**config.mk**
```make
export PLATFORM = sky130hd
export DESIGN_NAME = plc_ctrl
export DESIGN_NICKNAME = d
export VERILOG_FILES = /design/src/inc/plc_pkg.sv /design/src/hw/plc_ctrl.sv
export VERILOG_INCLUDE_DIRS = /design/src /design/src/inc
export SDC_FILE = /design/constraint.sdc
export NUM_CORES = 1
export LEC_CHECK = 0
export ABC_AREA = 1
export BUFFER_PORTS_ARGS = -buffer_cell sky130_fd_sc_hd__buf_2
export CORE_MARGIN = 8
export CORE_UTILIZATION = 36
export CTS_CLUSTER_DIAMETER = 30
export DETAILED_ROUTE_END_ITERATION = 8
export SLEW_MARGIN = 20
export SYNTH_ARGS = -nofsm -noshare
export SYNTH_HDL_FRONTEND = slang
export SYNTH_SLANG_ARGS = --single-unit
export TNS_END_PERCENT = 5
```
**constraint.sdc**
```tcl
create_clock -name mclk_in -period 2 [get_ports mclk_in]
set_clock_uncertainty 0.15 [all_clocks]
set_input_delay 0.1 -clock mclk_in [delete_from_list [all_inputs] [get_ports mclk_in]]
set_output_delay 0.1 -clock mclk_in [all_outputs]
set_load 0.02 [all_outputs]
```
**src/inc/plc_cfg.svh**
```systemverilog
// Offsets, reset values and default line masks of the parallel line controller.
// Assumes byte addressing, one aligned 32-bit word per register.
`ifndef PLC_CFG_SVH
`define PLC_CFG_SVH
`define PLC_OFF_OWN_EN 8'h00
`define PLC_OFF_OWN_DIS 8'h04
`define PLC_OFF_OWN_STAT 8'h08
`define PLC_OFF_DRV_EN 8'h10
`define PLC_OFF_DRV_DIS 8'h14
`define PLC_OFF_DRV_STAT 8'h18
`define PLC_OFF_FLT_EN 8'h20
`define PLC_OFF_FLT_DIS 8'h24
`define PLC_OFF_FLT_STAT 8'h28
`define PLC_OFF_LVL_SET 8'h30
`define PLC_OFF_LVL_CLR 8'h34
`define PLC_OFF_LVL_DATA 8'h38
`define PLC_OFF_PIN_VIEW 8'h3C
`define PLC_OFF_OD_EN 8'h50
`define PLC_OFF_OD_DIS 8'h54
`define PLC_OFF_OD_STAT 8'h58
`define PLC_OFF_MSK_SET 8'h60
`define PLC_OFF_MSK_CLR 8'h64
`define PLC_OFF_MSK_STAT 8'h68
`define PLC_OFF_SEL_A 8'h70
`define PLC_OFF_SEL_B 8'h74
`define PLC_OFF_SEL_STAT 8'h78
`define PLC_OFF_TOP 8'h7C
`define PLC_RST_ZERO 32'h0000_0000
`define PLC_RST_OWNER 32'hFFFF_FFFF
`define PLC_LINES_DEF 32'hFFFF_FFFF
`define PLC_MUX_DEF 32'hFFFF_FFFF
`endif

```
**src/inc/plc_pkg.sv**
```systemverilog
// Types shared by the parallel line controller.
// Assumes nothing beyond a SystemVerilog compiler.
`default_nettype none
package plc_pkg;
	typedef enum logic [1:0] {
		PLC_RESP_OKAY = 2'h0,
		PLC_RESP_SLVERR = 2'h2
	} plc_resp_t;
	typedef struct packed {
		logic [31:0] level;
		logic [31:0] enable;
	} plc_drive_t;
endpackage
`default_nettype wire

```
**src/hw/plc_ctrl.sv**
```systemverilog
// Parallel line controller: 32 pins, AXI4-Lite register slave.
// Assumes pad outputs, peripherals and bus on mclk_in; pad_in is synchronised by two flops.
//
// Chosen here: the register addresses and the AXI4-Lite slave port.
`include "plc_cfg.svh"
`default_nettype none
module plc_ctrl #(
	parameter logic [31:0] LINE_MASK = `PLC_LINES_DEF,
	parameter logic [31:0] MUX_MASK = `PLC_MUX_DEF,
	parameter logic [31:0] OWNER_RST = `PLC_RST_OWNER
) (
	input wire logic mclk_in,
	input wire logic srst_in,
	input wire logic clk_en_in,
	input wire logic [7:0] s_axi_awaddr_in,
	input wire logic s_axi_awvalid_in,
	output logic s_axi_awready_out,
	input wire logic [31:0] s_axi_wdata_in,
	input wire logic [3:0] s_axi_wstrb_in,
	input wire logic s_axi_wvalid_in,
	output logic s_axi_wready_out,
	output logic [1:0] s_axi_bresp_out,
	output logic s_axi_bvalid_out,
	input wire logic s_axi_bready_in,
	input wire logic [7:0] s_axi_araddr_in,
	input wire logic s_axi_arvalid_in,
	output logic s_axi_arready_out,
	output logic [31:0] s_axi_rdata_out,
	output logic [1:0] s_axi_rresp_out,
	output logic s_axi_rvalid_out,
	input wire logic s_axi_rready_in,
	input wire logic [31:0] pad_in,
	output logic [31:0] pad_out,
	output logic [31:0] pad_oe_out,
	input wire plc_pkg::plc_drive_t periph_a_in,
	input wire plc_pkg::plc_drive_t periph_b_in,
	output logic [31:0] periph_in_out
);
	// =========================================
	// Helpers
	function automatic logic plc_hit(input logic [7:0] addr, input logic [7:0] off);
		plc_hit = (addr[7:2] == off[7:2]);
	endfunction

	function automatic logic [31:0] plc_strb(input logic [3:0] strb);
		plc_strb = {{8{strb[3]}}, {8{strb[2]}}, {8{strb[1]}}, {8{strb[0]}}};
	endfunction

	function automatic logic [31:0] plc_setclr(input logic [31:0] cur, input logic [31:0] bits,
			input logic set, input logic clr);
		plc_setclr = cur;
		if (set) begin
			plc_setclr = cur | bits;
		end else if (clr) begin
			plc_setclr = cur & ~bits;
		end
	endfunction

	// =========================================
	// Write channel
	logic aw_hold_r;
	logic w_hold_r;
	logic [7:0] aw_addr_r;
	logic [31:0] w_data_r;
	logic [3:0] w_strb_r;
	logic bvalid_r;
	plc_pkg::plc_resp_t bresp_r;
	logic wr_fire;
	logic [31:0] wbits_c;

	assign s_axi_awready_out = !aw_hold_r && !bvalid_r;
	assign s_axi_wready_out = !w_hold_r && !bvalid_r;
	assign s_axi_bvalid_out = bvalid_r;
	assign s_axi_bresp_out = bresp_r;
	assign wr_fire = aw_hold_r && w_hold_r;
	assign wbits_c = w_data_r & plc_strb(w_strb_r) & LINE_MASK;

	always_ff @(posedge mclk_in) begin
		if (srst_in) begin
			aw_hold_r <= 1'b0;
			aw_addr_r <= 8'h00;
		end else if (wr_fire) begin
			aw_hold_r <= 1'b0;
		end else if (s_axi_awvalid_in && s_axi_awready_out) begin
			aw_hold_r <= 1'b1;
			aw_addr_r <= s_axi_awaddr_in;
		end
	end

	always_ff @(posedge mclk_in) begin
		if (srst_in) begin
			w_hold_r <= 1'b0;
			w_data_r <= 32'h0000_0000;
			w_strb_r <= 4'h0;
		end else if (wr_fire) begin
			w_hold_r <= 1'b0;
		end else if (s_axi_wvalid_in && s_axi_wready_out) begin
			w_hold_r <= 1'b1;
			w_data_r <= s_axi_wdata_in;
			w_strb_r <= s_axi_wstrb_in;
		end
	end

	always_ff @(posedge mclk_in) begin
		if (srst_in) begin
			bvalid_r <= 1'b0;
			bresp_r <= plc_pkg::PLC_RESP_OKAY;
		end else if (wr_fire) begin
			bvalid_r <= 1'b1;
			if (aw_addr_r > `PLC_OFF_TOP) begin
				bresp_r <= plc_pkg::PLC_RESP_SLVERR;
			end else begin
				bresp_r <= plc_pkg::PLC_RESP_OKAY;
			end
		end else if (s_axi_bready_in) begin
			bvalid_r <= 1'b0;
		end
	end

	// =========================================
	// Control registers
	logic [31:0] owner_r;
	logic [31:0] choice_r;
	logic [31:0] drive_r;
	logic [31:0] level_r;
	logic [31:0] mask_r;
	logic [31:0] od_r;
	logic [31:0] filt_r;
	logic [31:0] owner_rst_c;

	assign owner_rst_c = (OWNER_RST | ~MUX_MASK) & LINE_MASK;

	always_ff @(posedge mclk_in) begin
		if (srst_in) begin
			owner_r <= owner_rst_c;
		end else if (wr_fire) begin
			owner_r <= plc_setclr(owner_r, wbits_c & MUX_MASK,
				plc_hit(aw_addr_r, `PLC_OFF_OWN_EN), plc_hit(aw_addr_r, `PLC_OFF_OWN_DIS));
		end
	end

	always_ff @(posedge mclk_in) begin
		if (srst_in) begin
			choice_r <= `PLC_RST_ZERO;
		end else if (wr_fire) begin
			choice_r <= plc_setclr(choice_r, wbits_c,
				plc_hit(aw_addr_r, `PLC_OFF_SEL_B), plc_hit(aw_addr_r, `PLC_OFF_SEL_A));
		end
	end

	always_ff @(posedge mclk_in) begin
		if (srst_in) begin
			drive_r <= `PLC_RST_ZERO;
		end else if (wr_fire) begin
			drive_r <= plc_setclr(drive_r, wbits_c,
				plc_hit(aw_addr_r, `PLC_OFF_DRV_EN), plc_hit(aw_addr_r, `PLC_OFF_DRV_DIS));
		end
	end

	always_ff @(posedge mclk_in) begin
		if (srst_in) begin
			level_r <= `PLC_RST_ZERO;
		end else if (wr_fire && plc_hit(aw_addr_r, `PLC_OFF_LVL_DATA)) begin
			level_r <= (level_r & ~(mask_r & plc_strb(w_strb_r))) | (wbits_c & mask_r);
		end else if (wr_fire) begin
			level_r <= plc_setclr(level_r, wbits_c,
				plc_hit(aw_addr_r, `PLC_OFF_LVL_SET), plc_hit(aw_addr_r, `PLC_OFF_LVL_CLR));
		end
	end

	always_ff @(posedge mclk_in) begin
		if (srst_in) begin
			mask_r <= `PLC_RST_ZERO;
		end else if (wr_fire) begin
			mask_r <= plc_setclr(mask_r, wbits_c,
				plc_hit(aw_addr_r, `PLC_OFF_MSK_SET), plc_hit(aw_addr_r, `PLC_OFF_MSK_CLR));
		end
	end

	always_ff @(posedge mclk_in) begin
		if (srst_in) begin
			od_r <= `PLC_RST_ZERO;
		end else if (wr_fire) begin
			od_r <= plc_setclr(od_r, wbits_c,
				plc_hit(aw_addr_r, `PLC_OFF_OD_EN), plc_hit(aw_addr_r, `PLC_OFF_OD_DIS));
		end
	end

	always_ff @(posedge mclk_in) begin
		if (srst_in) begin
			filt_r <= `PLC_RST_ZERO;
		end else if (wr_fire) begin
			filt_r <= plc_setclr(filt_r, wbits_c,
				plc_hit(aw_addr_r, `PLC_OFF_FLT_EN), plc_hit(aw_addr_r, `PLC_OFF_FLT_DIS));
		end
	end

	// =========================================
	// Pin sampling and filter
	logic [31:0] sync1_r;
	logic [31:0] sync2_r;
	logic [31:0] dly_r;
	logic [31:0] pin_view_r;
	logic [31:0] view_c;

	always_ff @(posedge mclk_in) begin
		if (srst_in) begin
			sync1_r <= `PLC_RST_ZERO;
			sync2_r <= `PLC_RST_ZERO;
		end else begin
			sync1_r <= pad_in;
			sync2_r <= sync1_r;
		end
	end

	always_ff @(posedge mclk_in) begin
		if (srst_in) begin
			dly_r <= `PLC_RST_ZERO;
			pin_view_r <= `PLC_RST_ZERO;
		end else if (clk_en_in) begin
			dly_r <= sync2_r;
			pin_view_r <= view_c & LINE_MASK;
		end
	end

	assign periph_in_out = sync2_r;

	// =========================================
	// Per-line output path
	logic [31:0] lvl_c;
	logic [31:0] en_c;
	logic [31:0] pad_out_r;
	logic [31:0] pad_oe_r;

	genvar gi;
	generate
		for (gi = 0; gi < 32; gi = gi + 1) begin : g_line
			logic p_lvl;
			logic p_en;
			assign view_c[gi] = filt_r[gi] ? dly_r[gi] : sync2_r[gi];
			assign p_lvl = choice_r[gi] ? periph_b_in.level[gi] : periph_a_in.level[gi];
			assign p_en = choice_r[gi] ? periph_b_in.enable[gi] : periph_a_in.enable[gi];
			assign lvl_c[gi] = owner_r[gi] ? level_r[gi] : p_lvl;
			assign en_c[gi] = (owner_r[gi] ? drive_r[gi] : p_en) && !(od_r[gi] && lvl_c[gi]);
		end
	endgenerate

	always_ff @(posedge mclk_in) begin
		if (srst_in) begin
			pad_out_r <= `PLC_RST_ZERO;
			pad_oe_r <= `PLC_RST_ZERO;
		end else begin
			pad_out_r <= lvl_c & LINE_MASK;
			pad_oe_r <= en_c & LINE_MASK;
		end
	end

	assign pad_out = pad_out_r;
	assign pad_oe_out = pad_oe_r;

	// =========================================
	// Read channel
	logic rvalid_r;
	logic [31:0] rdata_r;
	plc_pkg::plc_resp_t rresp_r;
	logic [31:0] rd_c;

	assign s_axi_arready_out = !rvalid_r;
	assign s_axi_rvalid_out = rvalid_r;
	assign s_axi_rdata_out = rdata_r;
	assign s_axi_rresp_out = rresp_r;

	always_comb begin
		if (plc_hit(s_axi_araddr_in, `PLC_OFF_OWN_STAT)) begin
			rd_c = owner_r;
		end else if (plc_hit(s_axi_araddr_in, `PLC_OFF_DRV_STAT)) begin
			rd_c = drive_r;
		end else if (plc_hit(s_axi_araddr_in, `PLC_OFF_FLT_STAT)) begin
			rd_c = filt_r;
		end else if (plc_hit(s_axi_araddr_in, `PLC_OFF_LVL_DATA)) begin
			rd_c = level_r;
		end else if (plc_hit(s_axi_araddr_in, `PLC_OFF_PIN_VIEW)) begin
			rd_c = pin_view_r;
		end else if (plc_hit(s_axi_araddr_in, `PLC_OFF_OD_STAT)) begin
			rd_c = od_r;
		end else if (plc_hit(s_axi_araddr_in, `PLC_OFF_MSK_STAT)) begin
			rd_c = mask_r;
		end else if (plc_hit(s_axi_araddr_in, `PLC_OFF_SEL_STAT)) begin
			rd_c = choice_r;
		end else begin
			rd_c = `PLC_RST_ZERO;
		end
	end

	always_ff @(posedge mclk_in) begin
		if (srst_in) begin
			rvalid_r <= 1'b0;
			rdata_r <= `PLC_RST_ZERO;
			rresp_r <= plc_pkg::PLC_RESP_OKAY;
		end else if (s_axi_arvalid_in && !rvalid_r) begin
			rvalid_r <= 1'b1;
			rdata_r <= rd_c & LINE_MASK;
			if (s_axi_araddr_in > `PLC_OFF_TOP) begin
				rresp_r <= plc_pkg::PLC_RESP_SLVERR;
			end else begin
				rresp_r <= plc_pkg::PLC_RESP_OKAY;
			end
		end else if (s_axi_rready_in) begin
			rvalid_r <= 1'b0;
		end
	end

	// =========================================
	// Checks
	logic [31:0] pa_en_w;
	assign pa_en_w = periph_a_in.enable;
endmodule
`default_nettype wire

```
==> out/metrics.yaml <==
die:
  coreArea_mm2: 0.06025
  die_h_um: 262.6
  ios: 357
  dieWidth_um: 262.6
  rows: 90
  die_area_mm2: 0.06896
  start_util_pct: 36.34
cells_and_area:
  area_growth_syn_to_layout_pct: 46.00
  drive_gt1_share_pct: 17.68
  final_cells: 4702
  mostFrequentLayoutCells: "629 x nand2_1, 494 x dfxtp_1, 397 x inv_1"
  nNetsFinal: 4036
  n_fill_cell: 5605
  ff_latch_area_mm2: 0.009975
  layout_commonest_cell: "nand2_1"
  multi_input_area_mm2: 0.009729
sta:
  tightest_slew_ps: 611.4
  min_period_over_period_pct: 98.75
  max_freq_mhz: 506.3
  rsz0062_at_grt: "yes"
  timing.final.crit_period_ps: 1975
  slew_violations: 0
  fin_setup_tns_ps: 0
  max-slew-margin-rel_pct: 59.20
  setup_violations: 0
  hold_viol: 0
clock_tree:
  clk_latency_ps: 660
  cts_buffers: 118
  cts.root.buffer_cell: "clkbuf_16"
  clockBufferDepth: 3
  cts.htree.levels: 3
  path_clk_slew_ps: 50
  cts_tree: "done"
  cts_sinks: 498
place:
  hpwl_um: 58440
  dp_cells: 4206
  gp_congestion: 0.8782
  numPortBuffers: 354
worst_setup_path:
  cp-end-kind: "flop"
  critPathLaunch: "s_axi_araddr_in[5]"
  worstSetupPathType: "primary input to flop"
  worstPathArrival_ps: 2430
  cp-start-kind: "primary input"
  reg2reg_from: "s_axi_bvalid_out"
  path_max_fanout: 25
  crit_required_ps: 2460
drt:
  dr.pass1.iters: 8
  vias: 24080
  detail-route-antenna-nets: 0
  wl_per_cell_um: 18.81
  drcViolationCount: 0
  via_per_inst: 5.121
  routed_wl_um: 88450
  dr.first_iter.drc_count: 2678
logic_synthesis:
  syn_inst: 3166
  synth_area_mm2: 0.02189
  ys_seq_area_share_pct: 45.54
  yosys_warnings: 0
  ys_seq_elements: 498
  synth_cell_types: 30
  synth.avg_cell_area_um2: 6.914
grt:
  gr-total-overflow: 0
  global_route.usage.total_pct: 24.37
  grt_pass1_wl_um: 134100
  antenna_found_initial: 5
  grt_max_degree: 69
  grt_pass1_vias: 23040
hold_path:
  min-delay-start: "s_axi_araddr_in[6]"
  hold_path.class: "primary input to flop"
power_and_ir_drop:
  powerDensity_mw_per_mm2: 1014
  leakagePower_nw: 13.61
  ir_drop_mv: 0.7050
run:
  cap_viol_max_count: 0
run_status:
  status: "finished, final reports clean"
[power breakdown]
part / switching [mW] / leakage [nW] / internal [mW]
logic: 1.34 / 7.52 / 0.906
clock network: 5.95 / 2.04 / 13.8
registers: 0.201 / 4.05 / 10.2
[logic make-up (layout without fill, tap and decap cells)]
family	after synthesis	count (layout)	share of synthesized area [%]
and+or+nand+nor	1273	1273	24.25
AOI/OAI and AO/OA	805	805	19.58
buffers and inverters	589	1337	10.61
DFF	498	498	45.54
other	1	7	0.01713
[routing by layer]
layer  global-route usage (%)  up-vias  wire (um)
li1                         -    11680          -
met1                    32.39    11030      37970
met2                    38.68     1191      39180
met3                    4.659      182       8394
met4                    9.770        0       2907
met5                        0        -          0
[Yosys cell counts]
cell      number  area [um2]
clkbuf_1     130       488.0
nor2_2         7       43.79
o21a_1         1       7.510
o221ai_1       5       43.79
nor4_4         1       21.27
buf_1         10       37.54
o21ai_1       71       355.3
o311ai_0       1       8.760
o211ai_1      59       442.9
nor2_1       323        1212
nor3_2         6       60.06
a21oi_1      369        1847
buf_6          8       90.09
o21ai_0      266        1331
buf_4          4       30.03
conb_1         1       3.750
nand2_2        3       18.77
nand3_1      264        1321
nand4_1       33       206.5
nor2_4         1       11.26
inv_1        400        1501
nand4_4        1       21.27
inv_2          7       26.28
nor3_4         1       16.27
dfxtp_1      498        9970
o31ai_1       32       240.2
clkbuf_2       3       15.01
buf_2         27       135.1
nand2_1      633        2376
o311ai_1       1       8.760
[final timing paths]
check | end | slack, ps | cells after the start
worst min-delay path | s_axi_rdata_out[28] | 30 | 6
worst max-delay path | s_axi_rdata_out[17] | 20 | 13
worst max register to register | w_data_r[21] | 60 | 6
worst min register to register | periph_in_out[2] | 250 | 2
[final cells by class]
cell class                      count  area share [%]
Antenna cell                        5         0.03915
Clock buffer                      160           10.65
Clock inverter                     59           2.384
Inverter                          407           4.796
Multi-Input combinational cell   2080           30.44
Sequential cell                   498           31.21
Tap cell                          782           3.061
Timing Repair Buffer              711           17.42
[critical path, cell delays in order]
cell and delay [ps]:
dlygate4sd3_1 580, buf_2 160, inv_1 50, nand2_1 80
nor2_4 150, buf_12 240, nand3_1 100, nand3_1 100
nor2_1 50, nand4_1 90, nand2_1 60, a21oi_1 110
dlygate4sd3_1 550
[per-stage QoR]
step	worst slack (ps)	util, %	instance area (um2)	power (mW)	hold WS, ps
6_report	25.00	53.05	31960	32.42	29.18
5_1_grt	-39.38	53.05	31960	33.42	29.88
4_1_cts	3.372	52.82	31820	32.53	1.106
3_5_place_dp	81.58	41.45	24970	12.42	155.6
3_3_place_gp	82.61	41.45	24970	12.41	148.1
2_1_floorplan	296.2	-	21890	11.50	56.97
[timing repair]
action,4_1_cts,5_1_grt
endpoints found under the setup margin,0,122
resized for setup,0,23
endpoints found under the hold margin,269,0
hold buffers,268,0
setup buffers,0,2
(Power assumes the default switching activity.)
